[src/pkg/elc_map.svh]
// Register offsets, field positions, reset values and timing counts
`ifndef ELC_MAP_SVH
`define ELC_MAP_SVH
`define ELC_OFS_BRK_STATUS   8'h00
`define ELC_OFS_BRK_FLAG_CTL 8'h04
`define ELC_OFS_CONFIG       8'h08
`define ELC_OFS_CPU_STATE    8'h0C
`define ELC_OFS_INT_ENABLE   8'h10
`define ELC_OFS_INT_PEND     8'h14
`define ELC_BIT_BRK_WAIT     1
`define ELC_BIT_BREAK_FLAG_CLEAR_ENABLE         0
`define ELC_BIT_SHORT_STOP_RECOVERY_SEL        0
`define ELC_BIT_WDOG_DIS     1
`define ELC_RST_BRK_STATUS   8'h00
`define ELC_RST_BRK_FLAG_CTL 8'h00
`define ELC_RST_CONFIG       8'h00
`define ELC_REC_LONG         4096
`define ELC_REC_SHORT        32
`endif

[src/pkg/elc_pkg.sv]
// Types shared by the exception and low-power control block
package elc_pkg;
  typedef enum logic [3:0] {
    ELC_RUN  = 4'b0001,
    ELC_WAIT = 4'b0010,
    ELC_STOP = 4'b0100,
    ELC_REC  = 4'b1000
  } elc_mode_t;
  typedef struct packed {
    logic       valid;
    logic       is_sw;
    logic [2:0] vec;
  } elc_irq_sel_t;
  typedef struct packed {
    logic       instr_done;
    logic       swi_exec;
    logic       wait_exec;
    logic       stop_exec;
    logic       rti_exec;
    logic       int_ack;
  } elc_cpu_evt_t;
endpackage : elc_pkg

[src/verilog/elc_ctrl.sv]
// Exception arbitration and low-power mode control with AXI4-Lite registers
//
// The placing of the registers and the AXI4-Lite register port were left to the implementer.
`timescale 1ns/10ps
`include "elc_map.svh"

// Overview of operation
// - Stop instruction clears and holds recovery counter
// - Recovery lasts 32 or 4096 crystal cycles
// - Sample short-recovery bit when stop ends
// - Pin reset spares counter; free-running otherwise
// - Entry sets interrupt mask; return clears it
// - Latch and arbitrate once; no preemption
// - Take interrupt after instruction when unmasked, enabled
// - Highest priority pending source wins
// - Pending interrupt served before resuming program
// - Software interrupt ignores the mask
// - Software stacks PC, hardware PC minus one
// - Resets outrank interrupts, never arbitrated
// - Break request forces software interrupt vector
// - Break flag clears allowed only with enable
// - Flag cleared in break stays cleared
// - Two-step clears stay guarded through break
// - Wait or stop clears mask, stops core
// - Wait stops core clocks; wake after one cycle
// - Break ending wait sets break-wait flag
// - Watchdog stays active in wait when enabled
// - Stop gates clocks; wake after recovery delay
// - Break-wait flag cleared by zero write, reset
// - Twelve-bit counter on crystal falling edge
module elc_ctrl #(
  parameter int IRQ_N     = 8,
  parameter int REC_LONG  = `ELC_REC_LONG,
  parameter int REC_SHORT = `ELC_REC_SHORT
) (
  input  wire logic                clk_i,
  input  wire logic                sys_rst_i,
  input  wire logic                pin_rst_i,
  input  wire logic                int_rst_i,
  input  wire logic                crystal_clock_i,
  input  wire logic [IRQ_N-1:0]    irq_i,
  input  wire logic                break_req_i,
  input  wire elc_pkg::elc_cpu_evt_t cpu_evt_i,
  input  wire logic                flag_clr_req_i,
  output logic                     flag_clr_ok_o,
  output logic                     in_break_o,
  output logic                     int_mask_o,
  output elc_pkg::elc_irq_sel_t    irq_sel_o,
  output logic                     pc_minus_one_o,
  output logic                     cpu_clk_en_o,
  output logic                     periph_clk_en_o,
  output logic                     base_clock_out_en_o,
  output logic                     crystal_clock_en_o,
  output logic                     watchdog_run_o,
  output logic [11:0]              rec_count_o,
  input  wire logic [7:0]          s_axi_awaddr,
  input  wire logic                s_axi_awvalid,
  output logic                     s_axi_awready,
  input  wire logic [31:0]         s_axi_wdata,
  input  wire logic [3:0]          s_axi_wstrb,
  input  wire logic                s_axi_wvalid,
  output logic                     s_axi_wready,
  output logic [1:0]               s_axi_bresp,
  output logic                     s_axi_bvalid,
  input  wire logic                s_axi_bready,
  input  wire logic [7:0]          s_axi_araddr,
  input  wire logic                s_axi_arvalid,
  output logic                     s_axi_arready,
  output logic [31:0]              s_axi_rdata,
  output logic [1:0]               s_axi_rresp,
  output logic                     s_axi_rvalid,
  input  wire logic                s_axi_rready
);
  import elc_pkg::*;

  // ==========================================================
  // Pin synchronisers
  // ==========================================================
  logic [1:0]       xclk_sync_reg;
  logic [IRQ_N-1:0] irq_s1_reg;
  logic [IRQ_N-1:0] irq_s2_reg;
  logic [1:0]       brk_sync_reg;
  logic [1:0]       pin_sync_reg;
  logic             xclk_prev_reg;

  always_ff @(posedge clk_i or posedge sys_rst_i) begin
    if (sys_rst_i) begin
      xclk_sync_reg <= 2'h0;
      irq_s1_reg    <= '0;
      irq_s2_reg    <= '0;
      brk_sync_reg  <= 2'h0;
      pin_sync_reg  <= 2'h0;
      xclk_prev_reg <= 1'b0;
    end else begin
      xclk_sync_reg <= {xclk_sync_reg[0], crystal_clock_i};
      irq_s1_reg    <= irq_i;
      irq_s2_reg    <= irq_s1_reg;
      brk_sync_reg  <= {brk_sync_reg[0], break_req_i};
      pin_sync_reg  <= {pin_sync_reg[0], pin_rst_i};
      xclk_prev_reg <= xclk_sync_reg[1];
    end
  end

  // Crystal clock sampled on the fast clock; a falling edge is a tick
  wire xclk_fall = xclk_prev_reg & ~xclk_sync_reg[1];
  wire brk_s     = brk_sync_reg[1];
  wire pin_rst_s = pin_sync_reg[1];
  wire [IRQ_N-1:0] irq_s = irq_s2_reg;

  // ==========================================================
  // Registers and mode state
  // ==========================================================
  logic [7:0]       brk_status_reg;
  logic [7:0]       brk_flag_ctl_reg;
  logic [7:0]       config_reg;
  logic [IRQ_N-1:0] int_enable_reg;
  logic [11:0]      rec_cnt_reg;
  logic             short_stop_recovery_sel_lat_reg;
  logic             mask_reg;
  logic             break_reg;
  logic             wake_reg;
  elc_irq_sel_t     latch_reg;
  elc_mode_t        mode_reg;
  elc_mode_t        mode_next;

  wire break_flag_clear_enable     = brk_flag_ctl_reg[`ELC_BIT_BREAK_FLAG_CLEAR_ENABLE];
  wire short_stop_recovery_sel    = config_reg[`ELC_BIT_SHORT_STOP_RECOVERY_SEL];
  wire wdog_dis = config_reg[`ELC_BIT_WDOG_DIS];

  // ==========================================================
  // Arbitration
  // ==========================================================
  wire [IRQ_N-1:0] hw_req = irq_s & int_enable_reg;
  logic [2:0] hw_vec;
  always_comb begin
    hw_vec = 3'h0;
    // Lowest index is highest priority
    for (int i = IRQ_N - 1; i >= 0; i--) begin
      if (hw_req[i]) begin
        hw_vec = i[2:0];
      end
    end
  end

  wire in_run     = (mode_reg == ELC_RUN);
  wire hw_take    = |hw_req & ~mask_reg;
  wire brk_take   = brk_s & ~break_reg;
  // Break uses the software-interrupt vector, never gated by the mask
  wire sw_take    = cpu_evt_i.swi_exec | brk_take;
  // A reset holds off every latch so it is never arbitrated
  wire any_rst    = int_rst_i | pin_rst_s;
  wire take_point = cpu_evt_i.instr_done | wake_reg;
  // A software interrupt is its own completion point; others wait
  wire do_latch   = ~latch_reg.valid & ~any_rst &
                    (cpu_evt_i.swi_exec |
                     take_point & (brk_take | hw_take));
  wire rec_len_hit = short_stop_recovery_sel_lat_reg ?
                     (rec_cnt_reg == 12'(REC_SHORT - 1)) :
                     (rec_cnt_reg == 12'(REC_LONG - 1));
  wire wake_wait  = (|hw_req) | brk_s;
  wire wake_stop  = |irq_s | brk_s;

  always_comb begin
    mode_next = mode_reg;
    unique case (mode_reg)
      ELC_RUN: begin
        if (cpu_evt_i.stop_exec) begin
          mode_next = ELC_STOP;
        end else if (cpu_evt_i.wait_exec) begin
          mode_next = ELC_WAIT;
        end
      end
      ELC_WAIT: begin
        if (wake_wait) begin
          mode_next = ELC_RUN;
        end
      end
      ELC_STOP: begin
        if (wake_stop) begin
          mode_next = ELC_REC;
        end
      end
      ELC_REC: begin
        if (xclk_fall & rec_len_hit) begin
          mode_next = ELC_RUN;
        end
      end
    endcase
  end

  // Mode, mask, latch and recovery counter
  always_ff @(posedge clk_i or posedge sys_rst_i) begin
    if (sys_rst_i) begin
      mode_reg      <= ELC_RUN;
      mask_reg      <= 1'b1;
      latch_reg     <= '0;
      rec_cnt_reg   <= 12'h000;
      short_stop_recovery_sel_lat_reg <= 1'b0;
      break_reg     <= 1'b0;
      wake_reg      <= 1'b0;
    end else begin
      // Internal reset aborts a pending mode and restarts from run
      if (int_rst_i) begin
        mode_reg <= ELC_RUN;
      end else begin
        mode_reg <= mode_next;
      end
      // Leaving wait takes the interrupt one cycle later
      wake_reg <= (mode_reg == ELC_WAIT) & (mode_next == ELC_RUN);
      if (mode_reg == ELC_STOP && mode_next == ELC_REC) begin
        short_stop_recovery_sel_lat_reg <= short_stop_recovery_sel;
      end
      if (int_rst_i || (in_run && cpu_evt_i.stop_exec) ||
          mode_reg == ELC_STOP) begin
        rec_cnt_reg <= 12'h000;
      end else if (xclk_fall) begin
        // External pin reset leaves the count running
        rec_cnt_reg <= rec_cnt_reg + 12'h001;
      end
      if (any_rst) begin
        latch_reg <= '0;
      end else if (do_latch) begin
        latch_reg.valid <= 1'b1;
        latch_reg.is_sw <= sw_take;
        latch_reg.vec   <= sw_take ? 3'h7 : hw_vec;
      end else if (cpu_evt_i.int_ack || ~mask_reg & ~latch_reg.is_sw &
                   ~(|hw_req)) begin
        latch_reg.valid <= 1'b0;
      end
      if (any_rst) begin
        mask_reg <= 1'b1;
      end else if (cpu_evt_i.int_ack) begin
        mask_reg <= 1'b1;
      end else if (cpu_evt_i.rti_exec || cpu_evt_i.wait_exec ||
                   cpu_evt_i.stop_exec) begin
        mask_reg <= 1'b0;
      end
      if (brk_take && do_latch) begin
        break_reg <= 1'b1;
      end else if (~brk_s && cpu_evt_i.rti_exec) begin
        break_reg <= 1'b0;
      end
    end
  end

  // ==========================================================
  // Outputs to core and clock unit
  // ==========================================================
  assign int_mask_o      = mask_reg;
  assign irq_sel_o       = latch_reg;
  assign pc_minus_one_o  = latch_reg.valid & ~latch_reg.is_sw;
  assign in_break_o      = break_reg;
  // Two-step clears are qualified here too, so a first step taken
  // before break cannot complete in break unless break_flag_clear_enable is set
  wire clr_gate = ~break_reg | break_flag_clear_enable;
  assign flag_clr_ok_o   = flag_clr_req_i & clr_gate;
  assign cpu_clk_en_o    = in_run;
  assign periph_clk_en_o = in_run | (mode_reg == ELC_WAIT);
  assign base_clock_out_en_o = (mode_reg != ELC_STOP);
  assign crystal_clock_en_o  = (mode_reg != ELC_STOP);
  assign watchdog_run_o  = ~wdog_dis & (mode_reg != ELC_STOP);
  assign rec_count_o     = rec_cnt_reg;

  // ==========================================================
  // AXI4-Lite slave
  // ==========================================================
  logic aw_hold_reg;
  logic w_hold_reg;
  logic [7:0]  awaddr_reg;
  logic [31:0] wdata_reg;
  logic [3:0]  wstrb_reg;
  logic [1:0]  bresp_reg;
  logic [31:0] rdata_reg;
  logic [1:0]  rresp_reg;
  logic        bvalid_reg;
  logic        rvalid_reg;

  assign s_axi_awready = ~aw_hold_reg & ~bvalid_reg;
  assign s_axi_wready  = ~w_hold_reg & ~bvalid_reg;
  assign s_axi_arready = ~rvalid_reg;
  assign s_axi_bvalid  = bvalid_reg;
  assign s_axi_bresp   = bresp_reg;
  assign s_axi_rvalid  = rvalid_reg;
  assign s_axi_rdata   = rdata_reg;
  assign s_axi_rresp   = rresp_reg;

  wire aw_ok = aw_hold_reg | (s_axi_awvalid & s_axi_awready);
  wire w_ok  = w_hold_reg | (s_axi_wvalid & s_axi_wready);
  wire [7:0]  wa = aw_hold_reg ? awaddr_reg : s_axi_awaddr;
  wire [31:0] wd = w_hold_reg ? wdata_reg : s_axi_wdata;
  wire        wl = w_hold_reg ? wstrb_reg[0] : s_axi_wstrb[0];
  wire do_wr = aw_ok & w_ok & ~bvalid_reg;
  wire wr_bs = do_wr & wl & (wa == `ELC_OFS_BRK_STATUS);
  wire wr_fc = do_wr & wl & (wa == `ELC_OFS_BRK_FLAG_CTL);
  wire wr_cf = do_wr & wl & (wa == `ELC_OFS_CONFIG);
  wire wr_ie = do_wr & wl & (wa == `ELC_OFS_INT_ENABLE);
  wire wr_hit = (wa == `ELC_OFS_BRK_STATUS) | (wa == `ELC_OFS_BRK_FLAG_CTL) |
                (wa == `ELC_OFS_CONFIG) | (wa == `ELC_OFS_INT_ENABLE);
  wire bw_set = (mode_reg == ELC_WAIT) & brk_s;
  wire bw_clr = wr_bs & ~wd[`ELC_BIT_BRK_WAIT];

  always_ff @(posedge clk_i or posedge sys_rst_i) begin
    if (sys_rst_i) begin
      aw_hold_reg <= 1'b0;
      w_hold_reg  <= 1'b0;
      awaddr_reg  <= 8'h00;
      wdata_reg   <= 32'h0000_0000;
      wstrb_reg   <= 4'h0;
      bvalid_reg  <= 1'b0;
      bresp_reg   <= 2'h0;
    end else begin
      if (s_axi_awvalid && s_axi_awready && !do_wr) begin
        aw_hold_reg <= 1'b1;
        awaddr_reg  <= s_axi_awaddr;
      end
      if (s_axi_wvalid && s_axi_wready && !do_wr) begin
        w_hold_reg <= 1'b1;
        wdata_reg  <= s_axi_wdata;
        wstrb_reg  <= s_axi_wstrb;
      end
      if (do_wr) begin
        aw_hold_reg <= 1'b0;
        w_hold_reg  <= 1'b0;
        bvalid_reg  <= 1'b1;
        bresp_reg   <= wr_hit ? 2'h0 : 2'h2;
      end else if (s_axi_bready) begin
        bvalid_reg <= 1'b0;
      end
    end
  end

  // Register storage; a set in the same cycle as a clear wins
  always_ff @(posedge clk_i or posedge sys_rst_i) begin
    if (sys_rst_i) begin
      brk_status_reg   <= `ELC_RST_BRK_STATUS;
      brk_flag_ctl_reg <= `ELC_RST_BRK_FLAG_CTL;
      config_reg       <= `ELC_RST_CONFIG;
      int_enable_reg   <= '0;
    end else begin
      if (int_rst_i || pin_rst_s) begin
        brk_status_reg <= `ELC_RST_BRK_STATUS;
      end else if (bw_set) begin
        brk_status_reg[`ELC_BIT_BRK_WAIT] <= 1'b1;
      end else if (bw_clr) begin
        brk_status_reg[`ELC_BIT_BRK_WAIT] <= 1'b0;
      end
      if (wr_fc) begin
        brk_flag_ctl_reg <= {7'h00, wd[`ELC_BIT_BREAK_FLAG_CLEAR_ENABLE]};
      end
      if (wr_cf) begin
        config_reg <= {6'h00, wd[1:0]};
      end
      if (wr_ie) begin
        int_enable_reg <= wd[IRQ_N-1:0];
      end
    end
  end

  logic [31:0] rd_mux;
  always_comb begin
    rd_mux = 32'h0000_0000;
    unique case (s_axi_araddr)
      `ELC_OFS_BRK_STATUS:   rd_mux = {24'h0, brk_status_reg};
      `ELC_OFS_BRK_FLAG_CTL: rd_mux = {24'h0, brk_flag_ctl_reg};
      `ELC_OFS_CONFIG:       rd_mux = {24'h0, config_reg};
      `ELC_OFS_CPU_STATE:    rd_mux = {16'h0, rec_cnt_reg, mode_reg};
      `ELC_OFS_INT_ENABLE:   rd_mux = 32'(int_enable_reg);
      `ELC_OFS_INT_PEND:     rd_mux = 32'(irq_s);
      default:               rd_mux = 32'h0000_0000;
    endcase
  end
  wire rd_hit = (s_axi_araddr <= `ELC_OFS_INT_PEND) &
                (s_axi_araddr[1:0] == 2'h0);

  always_ff @(posedge clk_i or posedge sys_rst_i) begin
    if (sys_rst_i) begin
      rvalid_reg <= 1'b0;
      rdata_reg  <= 32'h0000_0000;
      rresp_reg  <= 2'h0;
    end else if (s_axi_arvalid && s_axi_arready) begin
      rvalid_reg <= 1'b1;
      rdata_reg  <= rd_mux;
      rresp_reg  <= rd_hit ? 2'h0 : 2'h2;
    end else if (s_axi_rready) begin
      rvalid_reg <= 1'b0;
    end
  end
endmodule : elc_ctrl

[config.mk]
export PLATFORM = sky130hd
export DESIGN_NAME = elc_ctrl
export DESIGN_NICKNAME = d
export VERILOG_FILES = /design/src/pkg/elc_pkg.sv /design/src/verilog/elc_ctrl.sv
export VERILOG_INCLUDE_DIRS = /design/src /design/src/pkg
export SDC_FILE = /design/constraint.sdc
export NUM_CORES = 1
export LEC_CHECK = 0
export BUFFER_PORTS_ARGS = -buffer_cell sky130_fd_sc_hd__buf_2
export CAP_MARGIN = 20
export CORE_MARGIN = 4
export CORE_UTILIZATION = 55
export CTS_BUF_LIST = sky130_fd_sc_hd__clkbuf_4 sky130_fd_sc_hd__clkbuf_8
export DETAILED_ROUTE_END_ITERATION = 10
export GPL_TIMING_DRIVEN = 0
export PLACE_DENSITY = 0.85
export RECOVER_POWER = 50
export REMOVE_ABC_BUFFERS = 1
export SLEW_MARGIN = 20
export SYNTH_ARGS = -nofsm -noshare
export SYNTH_HDL_FRONTEND = slang
export SYNTH_SLANG_ARGS = --single-unit
[constraint.sdc]
create_clock -name clk_i -period 7.3 [get_ports clk_i]
set_input_delay 1.095 -clock clk_i [delete_from_list [all_inputs] [get_ports clk_i]]
set_output_delay 1.095 -clock clk_i [all_outputs]
set_load 0.01 [all_outputs]
# == Yosys cells after proc, flatten, opt, wreduce, memory -nomap -nowiden ==
# Cells that the tools add are included.
# totals
word_cells,180
out_inout_bits,67
mem_bits_rw,0
romBits,0
latchBits,0
mem_count,0
regBits,117
# op_classes
eq_ne,17
bitwise_logic,56
n_reduce_logical,31
div_mod_pow,0
shift,0
mul,0
n_addsub,1
magnitude_cmp,1
muxes,45
# op_table
cell,count
16-bit case mux with 6 select lines,1
4-bit two-way mux,7
1-bit AND,27
3-bit two-way mux,9
8-bit by 4-bit == test with 1-bit output (second input constant),3
8-bit by 5-bit == test with 1-bit output (second input constant),3
12-bit two-way mux,2
1-bit two-way mux,20
8-bit by 3-bit == test with 1-bit output (second input constant),2
8-bit logical NOT,2
8-bit two-way mux,2
4-bit case mux with 4 select lines,1
8-bit OR reduction,2
1-bit NOT,14
1-bit OR,14
2-bit nonzero test,7
12-bit by 1-bit adder with 12-bit output (second input constant),1
12-bit == test (second input constant),1
12-bit by 5-bit == test with 1-bit output (second input constant),1
1-bit logical AND,9
3-bit nonzero test,3
8-bit AND,1
4-bit by 1-bit == test with 1-bit output (second input constant),2
4-bit == test (second input constant),2
other kinds (9),15

# == Longest topological paths before layout ==
# depth
depth_word,12
ltp_mapped,7
ltp_nobuf,6

# == Least setup slack after synthesis ==
# No wires, ideal clock.
# synth_timing
kind,register to output
startpoint,register mode_reg[0]
endpoint,output port periph_clk_en_o
slack_ps,4830
path_buffers,0
t_arrival_ps,1375
path_stages_with_launch,3
cell_sequence,dfstp_2 -> nor4b_1 -> or2_2
# synth_via
elab_chain_cells,2
word_cells_on_any_way,3
classes_between,2 x eq/ne; 1 x bitwise
# synth_rtl
item,line,rtl
start: declaration,elc_ctrl.sv:123,elc_mode_t mode_reg;
start signal: assignment,elc_ctrl.sv:206,mode_reg <= mode_next;
4-bit by 1-bit == test with 1-bit output,elc_ctrl.sv:145,wire in_run = (mode_reg == ELC_RUN);
net cpu_clk_en_o,elc_ctrl.sv:50,"output logic cpu_clk_en_o,"
1-bit OR,elc_ctrl.sv:258,assign periph_clk_en_o = in_run | (mode_reg == ELC_WAIT);
end: declaration,elc_ctrl.sv:51,"output logic periph_clk_en_o,"
# The timed path passes the listed nets, and every way through them passes these cells.

# == Worst setup path after layout ==
# layout_timing
startpoint,register mode_reg[0]
endpoint,output port periph_clk_en_o
# layout_via
elab_chain_cells,2
word_cells_on_any_way,3
classes_between,2 x eq/ne; 1 x bitwise
# layout_rtl
item,line
4-bit by 1-bit == test with 1-bit output or 4-bit by 2-bit == test with 1-bit output (tied branches),"elc_ctrl.sv:145, elc_ctrl.sv:258"
1-bit OR (*),elc_ctrl.sv:258
# Every way passes the cells marked *; elsewhere a longest branch is shown, timed or not.

==> flow_summary.ini <==
[grt]
grt_pass1_wl_um = 16200
grt_max_degree = 82
grt.busiest_layer = met2
antenna_found_initial = 0
met1_usage_pct = 27.0
grt_pass1_vias = 3388
grt_util_met2_pct = 33.2
grtUsageTotal_pct = 20.6
grt_overflow_total = 0
use_met3_pct = 5.10

[synth]
synth_warnings = 0
synth_top_area_share_pct = 53.7
synth-async-reset-ratio_pct = 100
synth_ff_type = dfrtp_1
synth_area_leader_cell = dfrtp_1
syn_area_um2 = 4520
synth.most_common_cell = dfrtp_1
yosys-top-cells-area = dfrtp_1 (54%), mux2_2 (7.5%), mux2i_1 (3.8%)
synthTopCellsByCount = dfrtp_1 (97), nand2_1 (37), nor2_1 (33), mux2_2 (30), o21ai_0 (24)
synthCells = 409
ys_types = 51
synth-edff-count = 0
synth_seq_cells = 99
syn_avg_cell_area_um2 = 11.0
yosysSeqAreaShare_pct = 54.9

[drt]
ant_nets = 0
drt-initial-drc-count = 217
dr.pass1.iters = 5
avgRoutedWirePerCell_um = 16.1
via_per_inst = 5.66
routed_wl_um = 9870
drc = 0
vias = 3478

[timing]
hold_viol = 0
max_freq_ghz = 0.343
skew_ns = 0.0123
worst_slack_ns = 4.39
rsz0062_at_grt = false
fin_tns_setup_ns = 0
tightestPinTransition_ns = 0.952
setup_viol = 0
period_needed_ns = 2.91
fin_crit_sh_pct = 39.9
finalMaxSlewViolations = 0
max_slew_margin_pct = 36.2

[die]
dieWidth_um = 98.6
core_area_um2 = 7850
core.rowCount = 32
die_h_um = 98.6
ios = 145
initial_core_util_pct = 57.6
die_area_um2 = 9730

[setup_path]
startpoint_type = flip-flop
crit_required_ns = 6.20
crit_fanout = 7
reg2reg_slack_ns = 4.97
setup.worst_path.end_class = primary output
worstSetupPathType = reg2out
arrival_ns = 1.82

[clock_tree]
clk-insertion-delay-late_ns = 0.37
numCtsBuffers = 9
clock-sinks = 99
ctsHoldBuffers = 0
cts_root_buf = clkbuf_8
cts_resized = 0
clk_pin_slew_ns = 0.09
cts_tree = built
cts_buffer_depth = 2
htree_levels = 3
postCtsSetupRepairBufs = 0

[placed_design]
placed_area_um2 = 5050
place_hpwl_um = 7250
io_buffers = 99
pre_cts_ws_ns = 4.54
globalplace.congestion = 0.884

[pwr]
power_density_nw_per_um2 = 249
p_leak_uw = 0.00251
peakVddDrop_mv = 0.129
totalPowerFinal_uw = 1300

[final_layout]
drive_above_1_share_pct = 30.7
n_fill_cell = 640
largest_reg_flops = 16
nets = 586
finish.utilization_pct = 66.5
area_growth_pct = 15.5
antenna_cells = 0
final_area_um2 = 5220

[worst_hold_path]
holdCritPathClass = reg2reg

[run_status]
status = complete, no violations

[job]
cap_violations = 0
path summary, 6_finish.rpt:
| check | startpoint | to | cells past startpoint |
|---|---|---|---|
| max in group asynchronous | sys_rst_i | mode_reg[0]$_DFF_PP1_ | 3 |
| worst min-delay path | pin_sync_reg[0]$_DFF_PP0_ | pin_sync_reg[1]$_DFF_PP0_ | 0 |
| worst max-delay path | mode_reg[0]$_DFF_PP1_ | periph_clk_en_o | 3 |
| worst max register to register | aw_hold_reg$_DFFE_PP0P_ | int_enable_reg[0]$_DFFE_PP0P_ | 4 |
| min in group asynchronous | sys_rst_i | awaddr_reg[0]$_DFFE_PP0P_ | 2 |
| worst min register to register | pin_sync_reg[0]$_DFF_PP0_ | pin_sync_reg[1]$_DFF_PP0_ | 0 |
per-stage QoR:
stage,instances,hold WS (ns)
6_report,614,0.348
5_1_grt,614,0.348
4_1_cts,614,0.348
3_3_place_gp,597,0.334
3_5_place_dp,598,0.335
2_1_floorplan,396,0.331
where the power goes:
group          leakage [µW]  internal [µW]  switching, µW
combinational       0.00117            143            137
clock             0.0000829            135            181
sequential          0.00126            628           77.7
metal layers:
| metal | share of wire (%) | vias up |
|---|---|---|
| met4 | 2.4 | 0 |
| met3 | 6.9 | 25 |
| met2 | 49 | 135 |
| li1 | - | 1634 |
| met1 | 42 | 1684 |
| met5 | 0 | - |
kinds of logic after synthesis:
group | count (synthesis) | synth area share [%]
buffers and inverters | 43 | 5.32
other | 1 | 0.0830
flip-flops | 99 | 54.9
multiplexers | 47 | 11.2
AO/OA/AOI/OAI | 89 | 13.1
AND/OR/NAND/NOR | 119 | 13.2
XOR/XNOR | 10 | 1.94
adder cells (fa/ha/maj) | 1 | 0.277
layout make-up:
cell class,instances,area (µm²),area share [%]
Sequential cell,99,2480,47.5
Multi-Input combinational cell,284,1860,35.7
Clock inverter,4,27.5,0.528
Clock buffer,12,146,2.81
Timing Repair Buffer,100,523,10.0
Tap cell,102,128,2.45
Inverter,13,50.0,0.959
critical path, stage by stage (launching register included):
cell	delay, ns
dfstp_2	0.61
nor4b_1	0.51
or2_2	0.21
buf_2	0.12
placed cells by master, fill, tap and decap left out, types with 8 or more instances in the layout:
cell,count
buf_2,99
dfrtp_1,97
nand2_1,37
nor2_1,33
mux2_2,30
o21ai_0,24
conb_1,18
mux2i_1,17
a21oi_1,16
a22oi_1,12
inv_1,11
a22o_1,9
clkbuf_8,9
nand3_1,8
No activity file was read; power rests on OpenSTA's default activity.
